<file path="config.mk">
export PLATFORM = sky130hd
export DESIGN_NAME = can_mailbox
export DESIGN_NICKNAME = d
export VERILOG_FILES = /design/src/logic/mailbox_pkg.sv /design/src/logic/msg_fifo.sv /design/src/logic/can_mailbox.sv
export VERILOG_INCLUDE_DIRS = /design/src /design/src/logic
export SDC_FILE = /design/constraint.sdc
export NUM_CORES = 2
export LEC_CHECK = 0
export BUFFER_PORTS_ARGS = -buffer_cell sky130_fd_sc_hd__buf_2
export CAP_MARGIN = 20
export CORE_ASPECT_RATIO = 0.75
export CORE_MARGIN = 3
export CORE_UTILIZATION = 39
export CTS_BUF_LIST = sky130_fd_sc_hd__clkbuf_16
export CTS_CLUSTER_SIZE = 20
export DETAILED_ROUTE_END_ITERATION = 7
export PLACE_DENSITY = 0.65
export SYNTH_ARGS = -nofsm -noshare
export SYNTH_HDL_FRONTEND = slang
export SYNTH_HIERARCHICAL = 1
export SYNTH_SLANG_ARGS = --single-unit
export TNS_END_PERCENT = 20
</file>
<file path="constraint.sdc">
create_clock -name clk_sys -period 9.6 [get_ports clk_sys]
set_input_delay 0.96 -clock clk_sys [delete_from_list [all_inputs] [get_ports clk_sys]]
set_output_delay 0.96 -clock clk_sys [all_outputs]
set_load 0.01 [all_outputs]
</file>
<file path="src/logic/mailbox_consts.svh">
`ifndef MAILBOX_CONSTS_SVH
`define MAILBOX_CONSTS_SVH
`define FC_RD_HOLD 8'h03
`define FC_RD_INPUT 8'h04
`define FC_WR_SINGLE 8'h06
`define FC_WR_MULTI 8'h10
`define START_ADDR 16'h0000
`define MSG_WORDS 16'h0009
`define MSG_LAST_WORD 4'h8
`define MAX_READ_WORDS 16'h0075
`define TX_WORDS 16'h0007
`define TX_LAST_REG 16'h0006
`define TX_BYTE_CNT 8'h0d
`define TX_HOLD_BYTES 8'h0e
`define REQ_SHORT_LEN 5'h08
`define REQ_MULTI_LEN 5'h17
`define REQ_MIN_LEN 5'h04
`define HDR_LEN 8'h03
`define ECHO_LEN 8'h06
`define EXC_FLAG 8'h80
`define EXC_FUNC 8'h01
`define EXC_ADDR 8'h02
`define EXC_VALUE 8'h03
`define CRC_INIT 16'hffff
`define CRC_POLY 16'ha001
`define FIFO_DEPTH 16
`define MSG_WIDTH 144
`define RX_BUF_LEN 24
`define SPEC_IDS 4
`endif

</file>
<file path="src/logic/mailbox_pkg.sv">
package mailbox_pkg;
   typedef enum logic [2:0] {ST_IDLE, ST_RECV, ST_EXEC, ST_LOAD, ST_SEND} link_state_t;
   typedef enum logic [1:0] {RSP_READ_IN, RSP_READ_HOLD, RSP_ECHO, RSP_EXCEPT} resp_kind_t;
   typedef logic [15:0] word_t;
endpackage : mailbox_pkg

</file>
<file path="src/logic/msg_fifo.sv">
`timescale 1ns/100ps
`default_nettype none
module msg_fifo #(
   parameter int WIDTH = 144,
   parameter int DEPTH = 16
) (
   input wire logic clk_sys, // System clock
   input wire logic nrst, // Asynchronous reset, active low
   input wire logic inValid, // Write side offers a word
   input wire logic [WIDTH-1:0] inData, // Word to store
   output logic inReady, // Room for one more word
   output logic outValid, // Head word present
   output logic [WIDTH-1:0] outData, // Head word
   input wire logic outReady // Drain side takes the head
);
   localparam int AW = $clog2(DEPTH);
   logic [WIDTH-1:0] mem [0:DEPTH-1];
   logic [WIDTH-1:0] next_mem [0:DEPTH-1];
   logic [AW:0] wrPtr, next_wrPtr, rdPtr, next_rdPtr;
   logic doPush, doPop;

   // Extra pointer bit tells full from empty without a separate counter
   assign inReady = (wrPtr[AW-1:0] != rdPtr[AW-1:0]) || (wrPtr[AW] == rdPtr[AW]);
   assign outValid = wrPtr != rdPtr;
   assign outData = mem[rdPtr[AW-1:0]];
   assign doPush = inValid && inReady;
   assign doPop = outReady && outValid;

   // Next pointers and storage
   always_comb
   begin
      next_mem = mem;
      next_wrPtr = wrPtr;
      next_rdPtr = rdPtr;
      if (doPush)
      begin
         next_mem[wrPtr[AW-1:0]] = inData;
         next_wrPtr = wrPtr + 1'b1;
      end
      if (doPop)
         next_rdPtr = rdPtr + 1'b1;
   end

   always_ff @(posedge clk_sys or negedge nrst)
   begin
      if (!nrst)
      begin
         wrPtr <= '0;
         rdPtr <= '0;
         for (int i = 0; i < DEPTH; i++)
            mem[i] <= '0;
      end
      else
      begin
         wrPtr <= next_wrPtr;
         rdPtr <= next_rdPtr;
         mem <= next_mem;
      end
   end
endmodule : msg_fifo
`default_nettype wire

</file>
<file path="src/logic/can_mailbox.sv">
`timescale 1ns/100ps
`default_nettype none
`include "mailbox_consts.svh"
module can_mailbox (
   input wire logic clk_sys, // System clock, 100 MHz
   input wire logic nrst, // Asynchronous reset, active low
   input wire logic [7:0] nodeAddr, // Own Modbus node address
   input wire logic [7:0] rxByte, // Received serial byte
   input wire logic rxValid, // One-cycle strobe with rxByte
   input wire logic rxFrameEnd, // One-cycle strobe: line silent, frame over
   output logic [7:0] txByte, // Answer byte to the serial sender
   output logic txValid, // txByte is offered
   input wire logic txReady, // Serial sender takes txByte
   input wire logic canRxValid, // Received CAN frame offered
   input wire logic [28:0] canRxId, // Its identifier
   input wire logic canRxExt, // Extended identifier
   input wire logic canRxRtr, // Remote frame
   input wire logic [3:0] canRxDlc, // Data length code
   input wire logic [63:0] canRxData, // Data, first byte in the top bits
   output logic canRxReady, // Frame taken
   input wire logic [`SPEC_IDS-1:0] specIdValid, // Special list entries in use
   input wire logic [28:0] specIdTable [0:`SPEC_IDS-1], // Specially handled identifiers
   output logic canTxValid, // Frame waiting for the transmit buffer
   input wire logic canTxReady, // Controller buffer takes the frame
   output logic [28:0] canTxId, // Outbound identifier
   output logic canTxExt, // Outbound extended flag
   output logic canTxRtr, // Outbound remote flag
   output logic [3:0] canTxDlc, // Outbound length code
   output logic [63:0] canTxData // Outbound data
);
   import mailbox_pkg::*;

   link_state_t state, next_state;
   resp_kind_t kind, next_kind;
   logic [7:0] rxBuf [0:`RX_BUF_LEN-1];
   logic [7:0] next_rxBuf [0:`RX_BUF_LEN-1];
   logic [4:0] rxCnt, next_rxCnt;
   logic rxOver, next_rxOver;
   word_t rxCrc, next_rxCrc, txCrc, next_txCrc;
   logic [7:0] respIdx, next_respIdx, respLen, next_respLen;
   logic [7:0] respFc, next_respFc, excCode, next_excCode;
   logic [7:0] next_txByte;
   logic [3:0] wordSel, next_wordSel;
   word_t txRec [0:6];
   word_t next_txRec [0:6];
   logic launch;
   logic [31:0] stamp, next_stamp;
   logic next_canTxValid;
   logic [28:0] next_canTxId;
   logic next_canTxExt, next_canTxRtr;
   logic [3:0] next_canTxDlc;
   logic [63:0] next_canTxData;
   logic [`SPEC_IDS-1:0] idHit;
   logic specHit, pushValid, fifoInReady, headValid, popReq;
   logic [`MSG_WIDTH-1:0] pushData, headData;
   word_t headWord, reqStart, reqCount;
   logic reqOk;

   // Modbus RTU CRC-16, reflected, one byte at a time
   function automatic word_t crcByte(input word_t c, input logic [7:0] b);
      word_t r;
      r = c ^ {8'h00, b};
      for (int i = 0; i < 8; i++)
         r = r[0] ? ((r >> 1) ^ `CRC_POLY) : (r >> 1);
      return r;
   endfunction : crcByte

   // Identifier compare against every special list entry
   generate
      for (genvar g = 0; g < `SPEC_IDS; g++)
      begin : g_spec
         assign idHit[g] = specIdValid[g] && (specIdTable[g] == canRxId);
      end
   endgenerate

   // Special frames are taken and dropped here; the rest queue up
   assign specHit = |idHit;
   assign pushValid = canRxValid && !specHit;
   assign canRxReady = specHit || fifoInReady;
   assign pushData = {8'h00, 2'b00, canRxExt, canRxRtr, canRxDlc, 3'b000, canRxId,
                      canRxData, stamp};

   msg_fifo #(.WIDTH(`MSG_WIDTH), .DEPTH(`FIFO_DEPTH)) u_fifo (
      .clk_sys(clk_sys),
      .nrst(nrst),
      .inValid(pushValid),
      .inData(pushData),
      .inReady(fifoInReady),
      .outValid(headValid),
      .outData(headData),
      .outReady(popReq)
   );

   // Head record word; an empty queue reads as zeros
   assign headWord = headValid ? headData[(`MSG_WIDTH-1) - 16*wordSel -: 16] : 16'h0000;
   assign reqStart = {rxBuf[2], rxBuf[3]};
   assign reqCount = {rxBuf[4], rxBuf[5]};
   // Frames for other nodes or with a bad checksum end here without an answer
   assign reqOk = (rxCnt >= `REQ_MIN_LEN) && !rxOver && (rxCrc == 16'h0000)
                  && (rxBuf[0] == nodeAddr);
   assign txValid = (state == ST_SEND);
   // Pop once the last word of a record has left the line
   assign popReq = (state == ST_SEND) && txReady && (kind == RSP_READ_IN)
                   && (respIdx >= `HDR_LEN) && (respIdx < respLen) && !respIdx[0]
                   && (wordSel == `MSG_LAST_WORD) && headValid;

   // Receive, decode and answer
   always_comb
   begin
      next_state = state;
      next_kind = kind;
      next_rxBuf = rxBuf;
      next_rxCnt = rxCnt;
      next_rxOver = rxOver;
      next_rxCrc = rxCrc;
      next_txCrc = txCrc;
      next_respIdx = respIdx;
      next_respLen = respLen;
      next_respFc = respFc;
      next_excCode = excCode;
      next_txByte = txByte;
      next_wordSel = wordSel;
      next_txRec = txRec;
      launch = 1'b0;
      case (state)
         ST_IDLE, ST_RECV:
         begin
            if (rxValid)
            begin
               if (rxCnt < 5'(`RX_BUF_LEN))
                  next_rxBuf[rxCnt] = rxByte;
               else
                  next_rxOver = 1'b1;
               next_rxCnt = (rxCnt == 5'h1f) ? rxCnt : rxCnt + 5'h01;
               next_rxCrc = crcByte(rxCrc, rxByte);
               next_state = ST_RECV;
            end
            if (rxFrameEnd && state == ST_RECV)
               next_state = ST_EXEC;
         end
         ST_EXEC:
         begin
            next_state = ST_LOAD;
            next_respIdx = 8'h00;
            next_wordSel = 4'h0;
            next_txCrc = `CRC_INIT;
            next_respFc = rxBuf[1];
            next_kind = RSP_EXCEPT;
            next_respLen = `HDR_LEN;
            next_excCode = `EXC_FUNC;
            if (!reqOk)
               next_state = ST_IDLE;
            else if (rxCnt != `REQ_SHORT_LEN && rxBuf[1] != `FC_WR_MULTI)
               next_state = ST_IDLE;
            else
               case (rxBuf[1])
                  `FC_RD_INPUT:
                  begin
                     // Whole nine-word records only, read from register 0
                     if (reqStart != `START_ADDR)
                        next_excCode = `EXC_ADDR;
                     else if (reqCount == 16'h0000 || reqCount > `MAX_READ_WORDS
                              || (reqCount % `MSG_WORDS) != 16'h0000)
                        next_excCode = `EXC_VALUE;
                     else
                     begin
                        next_kind = RSP_READ_IN;
                        next_respLen = `HDR_LEN + 8'(reqCount << 1);
                     end
                  end
                  `FC_RD_HOLD:
                  begin
                     if (reqStart != `START_ADDR)
                        next_excCode = `EXC_ADDR;
                     else if (reqCount != `TX_WORDS)
                        next_excCode = `EXC_VALUE;
                     else
                     begin
                        next_kind = RSP_READ_HOLD;
                        next_respLen = `HDR_LEN + `TX_HOLD_BYTES;
                     end
                  end
                  `FC_WR_MULTI:
                  begin
                     if (rxCnt != `REQ_MULTI_LEN)
                        next_state = ST_IDLE;
                     else if (reqStart != `START_ADDR)
                        next_excCode = `EXC_ADDR;
                     else if (reqCount != `TX_WORDS || rxBuf[6] != `TX_BYTE_CNT)
                        next_excCode = `EXC_VALUE;
                     else
                     begin
                        for (int i = 0; i < 7; i++)
                           next_txRec[i] = {rxBuf[7 + 2*i], rxBuf[8 + 2*i]};
                        launch = 1'b1;
                        next_kind = RSP_ECHO;
                        next_respLen = `ECHO_LEN;
                     end
                  end
                  `FC_WR_SINGLE:
                  begin
                     if (reqStart > `TX_LAST_REG)
                        next_excCode = `EXC_ADDR;
                     else
                     begin
                        // Register by register; the last one releases the frame
                        next_txRec[reqStart[2:0]] = reqCount;
                        launch = (reqStart == `TX_LAST_REG);
                        next_kind = RSP_ECHO;
                        next_respLen = `ECHO_LEN;
                     end
                  end
                  default: ;
               endcase
         end
         ST_LOAD:
         begin
            // Byte for the current index, crc bytes after the body
            next_state = ST_SEND;
            if (respIdx == respLen)
               next_txByte = txCrc[7:0];
            else if (respIdx == respLen + 8'h01)
               next_txByte = txCrc[15:8];
            else if (respIdx == 8'h00)
               next_txByte = nodeAddr;
            else if (respIdx == 8'h01)
               next_txByte = (kind == RSP_EXCEPT) ? (respFc | `EXC_FLAG) : respFc;
            else
               case (kind)
                  RSP_READ_IN:
                     next_txByte = (respIdx == 8'h02) ? (respLen - `HDR_LEN) :
                                   (respIdx[0] ? headWord[15:8] : headWord[7:0]);
                  RSP_READ_HOLD:
                     next_txByte = (respIdx == 8'h02) ? `TX_HOLD_BYTES :
                                   (respIdx[0] ? txRec[3'((respIdx - 8'h03) >> 1)][15:8]
                                               : txRec[3'((respIdx - 8'h03) >> 1)][7:0]);
                  RSP_ECHO:
                     next_txByte = rxBuf[respIdx[2:0]];
                  default:
                     next_txByte = excCode;
               endcase
         end
         ST_SEND:
         begin
            if (txReady)
            begin
               if (respIdx < respLen)
                  next_txCrc = crcByte(txCrc, txByte);
               if (kind == RSP_READ_IN && respIdx >= `HDR_LEN && !respIdx[0]
                   && respIdx < respLen)
                  next_wordSel = (wordSel == `MSG_LAST_WORD) ? 4'h0 : wordSel + 4'h1;
               next_respIdx = respIdx + 8'h01;
               next_state = (respIdx == respLen + 8'h01) ? ST_IDLE : ST_LOAD;
               if (respIdx == respLen + 8'h01)
               begin
                  next_rxCnt = 5'h00;
                  next_rxOver = 1'b0;
                  next_rxCrc = `CRC_INIT;
               end
            end
         end
         default:
            next_state = ST_IDLE;
      endcase
      // A frame dropped without an answer also frees the receive buffer
      if (state == ST_EXEC && next_state == ST_IDLE)
      begin
         next_rxCnt = 5'h00;
         next_rxOver = 1'b0;
         next_rxCrc = `CRC_INIT;
      end
   end

   always_ff @(posedge clk_sys or negedge nrst)
   begin
      if (!nrst)
      begin
         state <= ST_IDLE;
         kind <= RSP_EXCEPT;
         rxCnt <= 5'h00;
         rxOver <= 1'b0;
         rxCrc <= `CRC_INIT;
         txCrc <= `CRC_INIT;
         respIdx <= 8'h00;
         respLen <= 8'h00;
         respFc <= 8'h00;
         excCode <= 8'h00;
         txByte <= 8'h00;
         wordSel <= 4'h0;
         for (int i = 0; i < `RX_BUF_LEN; i++)
            rxBuf[i] <= 8'h00;
         for (int i = 0; i < 7; i++)
            txRec[i] <= 16'h0000;
      end
      else
      begin
         state <= next_state;
         kind <= next_kind;
         rxCnt <= next_rxCnt;
         rxOver <= next_rxOver;
         rxCrc <= next_rxCrc;
         txCrc <= next_txCrc;
         respIdx <= next_respIdx;
         respLen <= next_respLen;
         respFc <= next_respFc;
         excCode <= next_excCode;
         txByte <= next_txByte;
         wordSel <= next_wordSel;
         rxBuf <= next_rxBuf;
         txRec <= next_txRec;
      end
   end

   // Transmit hand-off; the controller sends when the bus goes idle
   always_comb
   begin
      next_stamp = stamp + 32'h0000_0001;
      next_canTxValid = canTxValid;
      next_canTxId = canTxId;
      next_canTxExt = canTxExt;
      next_canTxRtr = canTxRtr;
      next_canTxDlc = canTxDlc;
      next_canTxData = canTxData;
      if (canTxValid && canTxReady)
         next_canTxValid = 1'b0;
      // New record wins over a same-cycle take; it also overwrites a frame still waiting
      if (launch)
      begin
         next_canTxValid = 1'b1;
         next_canTxExt = next_txRec[0][5];
         next_canTxRtr = next_txRec[0][4];
         next_canTxDlc = next_txRec[0][3:0];
         next_canTxId = {next_txRec[1][12:0], next_txRec[2]};
         next_canTxData = {next_txRec[3], next_txRec[4], next_txRec[5], next_txRec[6]};
      end
   end

   always_ff @(posedge clk_sys or negedge nrst)
   begin
      if (!nrst)
      begin
         stamp <= 32'h0000_0000;
         canTxValid <= 1'b0;
         canTxId <= 29'h0000_0000;
         canTxExt <= 1'b0;
         canTxRtr <= 1'b0;
         canTxDlc <= 4'h0;
         canTxData <= 64'h0000_0000_0000_0000;
      end
      else
      begin
         stamp <= next_stamp;
         canTxValid <= next_canTxValid;
         canTxId <= next_canTxId;
         canTxExt <= next_canTxExt;
         canTxRtr <= next_canTxRtr;
         canTxDlc <= next_canTxDlc;
         canTxData <= next_canTxData;
      end
   end
endmodule : can_mailbox
`default_nettype wire

</file>
==> flow_summary.yaml <==
worst_hold_path:
  hold_path_class: "primary input to asynchronous set/reset pin"
clocking:
  cts.sinks: 2807
  cts.clk_slew.worst_paths_ns: 0.06
  ctsResizeCount: 0
  htreeDepth: 5
  hold_buffers: 0
  clockRootBuffer: "clkbuf_16"
  cts_tree: "done"
  cts_buffers: 296
  cts_max_path_buffers: 4
  cts_setup_buffers: 0
  clk_latency_ns: 0.87
route:
  met1_length_um: 169000
  route.detailed.drc: 0
  dr.first_iter.drc_count: 6893
  highest_layer: "met5"
  dr.pass1.iters: 6
  wl_met3_um: 22200
  drt_wl_total_um: 367000
  vias: 78800
  postRouteAntennaNets: 0
  route.met2.wl_um: 166000
  routedWlPerCell_um: 27.1
  avgViaCountPerCell: 5.82
flow_run:
  maxCapViolations: 0
die:
  core_um2: 333000
  die_y_um: 509
  dieArea_um2: 344000
  placementRows: 183
  die-width_um: 676
  io_pins: 352
  initial_core_util_pct: 39.4
pwr:
  ir_worst_vdd_v: 0.000977
  pwr-share-comb_pct: 37.0
  sw_frac_of_total_pct: 34.1
  clkPwrFrac_pct: 23.3
  p_leak_nw: 63.4
  power_density_nw_per_um2: 319
  switchingPower_mw: 16.0
  p_int_mw: 30.9
  power_frac_seq_pct: 39.6
sta:
  setup_viol: 0
  rsz0062_at_grt: "false"
  slew_violations: 0
  fmaxAchievable_mhz: 117
  fin_skew_ns: 0.0800
  relSlewSlack_pct: 21.8
  hold_viol: 0
  post-route-period-util_pct: 89.4
  layout_min_cycle_time_ns: 8.58
  tightestPinTransition_ns: 1.17
  hold-worst-slack_ns: 0.0788
  finalSetupTns_ns: 0
critical_path:
  r2r-start: "reqCount[15]"
  ff2ff_setup_slack_ns: 1.02
  path_max_fanout: 19
  crit_required_ns: 10.32
  cp_slowest_cell: "a2111oi_0"
  start_kind: "flop"
  path_common_cell: "nor2_1"
  slowest_delay_ns: 0.92
  path_class: "flop to flop"
  cp-startpoint: "reqCount[15]"
  cp.arrival_ns: 9.31
  cp-end-kind: "flop"
global_route:
  gr-total-overflow: 0
  grt_pass1_vias: 83500
  grt_pass1_wl_um: 555000
  grtUsageTotal_pct: 21.1
  grt_max_degree: 190
  antenna_found_initial: 64
synth:
  syn_area_per_cell_um2: 15.1
  synthSimpleGateAreaFrac_pct: 2.68
  synth_xor_area_share_pct: 1.61
  synthAdderAreaFrac_pct: 0.333
  synth.most_common_cell: "dfrtp_1"
  synth_area_leader_cell: "dfrtp_1"
  ys_top_cells_by_count: "dfrtp_1, mux2_2, mux4_2"
  ys_async_sr_fraction_pct: 100
  synth-compound-area-share_pct: 3.34
  syn_area_um2: 131000
  muxShareOfSynthArea_pct: 35.7
  postSynthCellCount: 8698
  yosys_register_bits: 2807
  synthTopCellsByArea: "dfrtp_1, mux2_2, mux4_2"
  ys.flop_type: "dfrtp_1"
  ys_seq_area_share_pct: 53.5
  yosys_warnings: 6
  synth_top_family_by_area: "multiplexers"
  synth_cell_types: 114
  synth-edff-count: 0
  synth_top_area_share_pct: 52.8
layout:
  area_growth_pct: 11.7
  fin_nets: 9142
  drive_above_1_share_pct: 47.6
  fillers: 29200
placement:
  port_buffers: 351
  finalWeightedCongestion: 0.862
  dp_hpwl_um: 221000
status:
  outcome: "complete, no violations"
critical path, delay by kind of cell, from the launching register on:
family	cells	cell delay [ns]
compound gates	14	4.08
simple gates	9	2.30
flops	1	0.74
mux	1	0.51
fa+ha+maj	2	0.43
buf+inv	2	0.20
xor+xnor	1	0.12
placed cells by master (no fill, tap or decap), drive strengths merged, types with 32 or more instances in the layout:
cell type  count
a21oi        103
a22oi        113
and3          33
buf          495
clkbuf       301
clkinv       115
conb          91
dfrtp       2773
dfstp         34
ha            35
inv          211
mux2        2558
mux2i         73
mux4         770
nand2        281
nand3         65
nand4         45
nor2         123
nor3          35
nor4          32
o21ai        184
xnor2        139
xor2         100
per-layer routing:
metal / track usage [%] / vias up
li1: - / 32600
met1: 31.3 / 43100
met2: 32.2 / 2487
met3: 3.62 / 584
met4: 5.22 / 20
met5: 0 / -
per-stage QoR:
stage / power, mW / instances / setup WS, ns / util, % / cell area [um2]
6_report: 46.9 / 13500 / 1.02 / 44.0 / 147000
5_1_grt: 49.5 / 13500 / 0.409 / 44.0 / 147000
4_1_cts: 47.0 / 13500 / 1.25 / 44.0 / 147000
3_5_place_dp: 35.9 / 13000 / 1.40 / 41.3 / 138000
3_3_place_gp: 35.0 / 13000 / 1.49 / 41.3 / 138000
2_1_floorplan: 31.0 / 8788 / 2.77 / - / 132000
flip-flops by register name, summed over array words and instances (netlist names), 8 cells and up:
signal / count
rxBuf: 136
reqStart: 16
reqCount: 16
u_fifo/mem: 2304
respLen: 8
canTxData: 64
respIdx: 8
txCrc: 16
rxCrc: 16
stamp: 32
txRec: 112
canTxId: 29
respFc: 8
txByte: 8
logic make-up (layout without fill, tap and decap cells):
group,Yosys count,in the layout
and+or+nand+nor,724,724
muxes,3401,3401
other,1,104
adders and majority gates,35,35
DFF,2807,2807
AOI/OAI and AO/OA,637,637
xor gates and xnor gates,239,239
buffers and inverters,854,1149
cell type report:
class / instances / area (um2) / share of cell area, %
sequential: 2807 / 70300 / 47.9
multi-input combinational: 5127 / 57900 / 39.4
clock buffer: 300 / 7510 / 5.11
tap: 4440 / 5560 / 3.78
timing repair buffer: 496 / 3440 / 2.34
clock inverter: 216 / 1560 / 1.07
inverter: 137 / 514 / 0.350
antenna: 13 / 32.5 / 0.0222
path summary, 6_finish.rpt:
check,end,cells after the start
min in group clk_sys,canTxValid,2
max in group asynchronous,u_fifo/mem[1915],3
setup / recovery,respLen[3],29
setup reg to reg,respLen[3],29
hold / removal,u_fifo/mem[2104],1
hold reg to reg,txRec[6],2
power groups by stage:
stage                     sequential (mW)  combinational, mW  clock (mW)
after floorplan                      17.7               13.3           0
after global placement               18.3               16.7           0
after detailed placement             18.7               17.2           0
after CTS                            18.5               17.3        11.2
after global routing                 19.1               18.8        11.7
final                                18.6               17.4        10.9
Note: power is estimated with default switching activity, not from simulation.
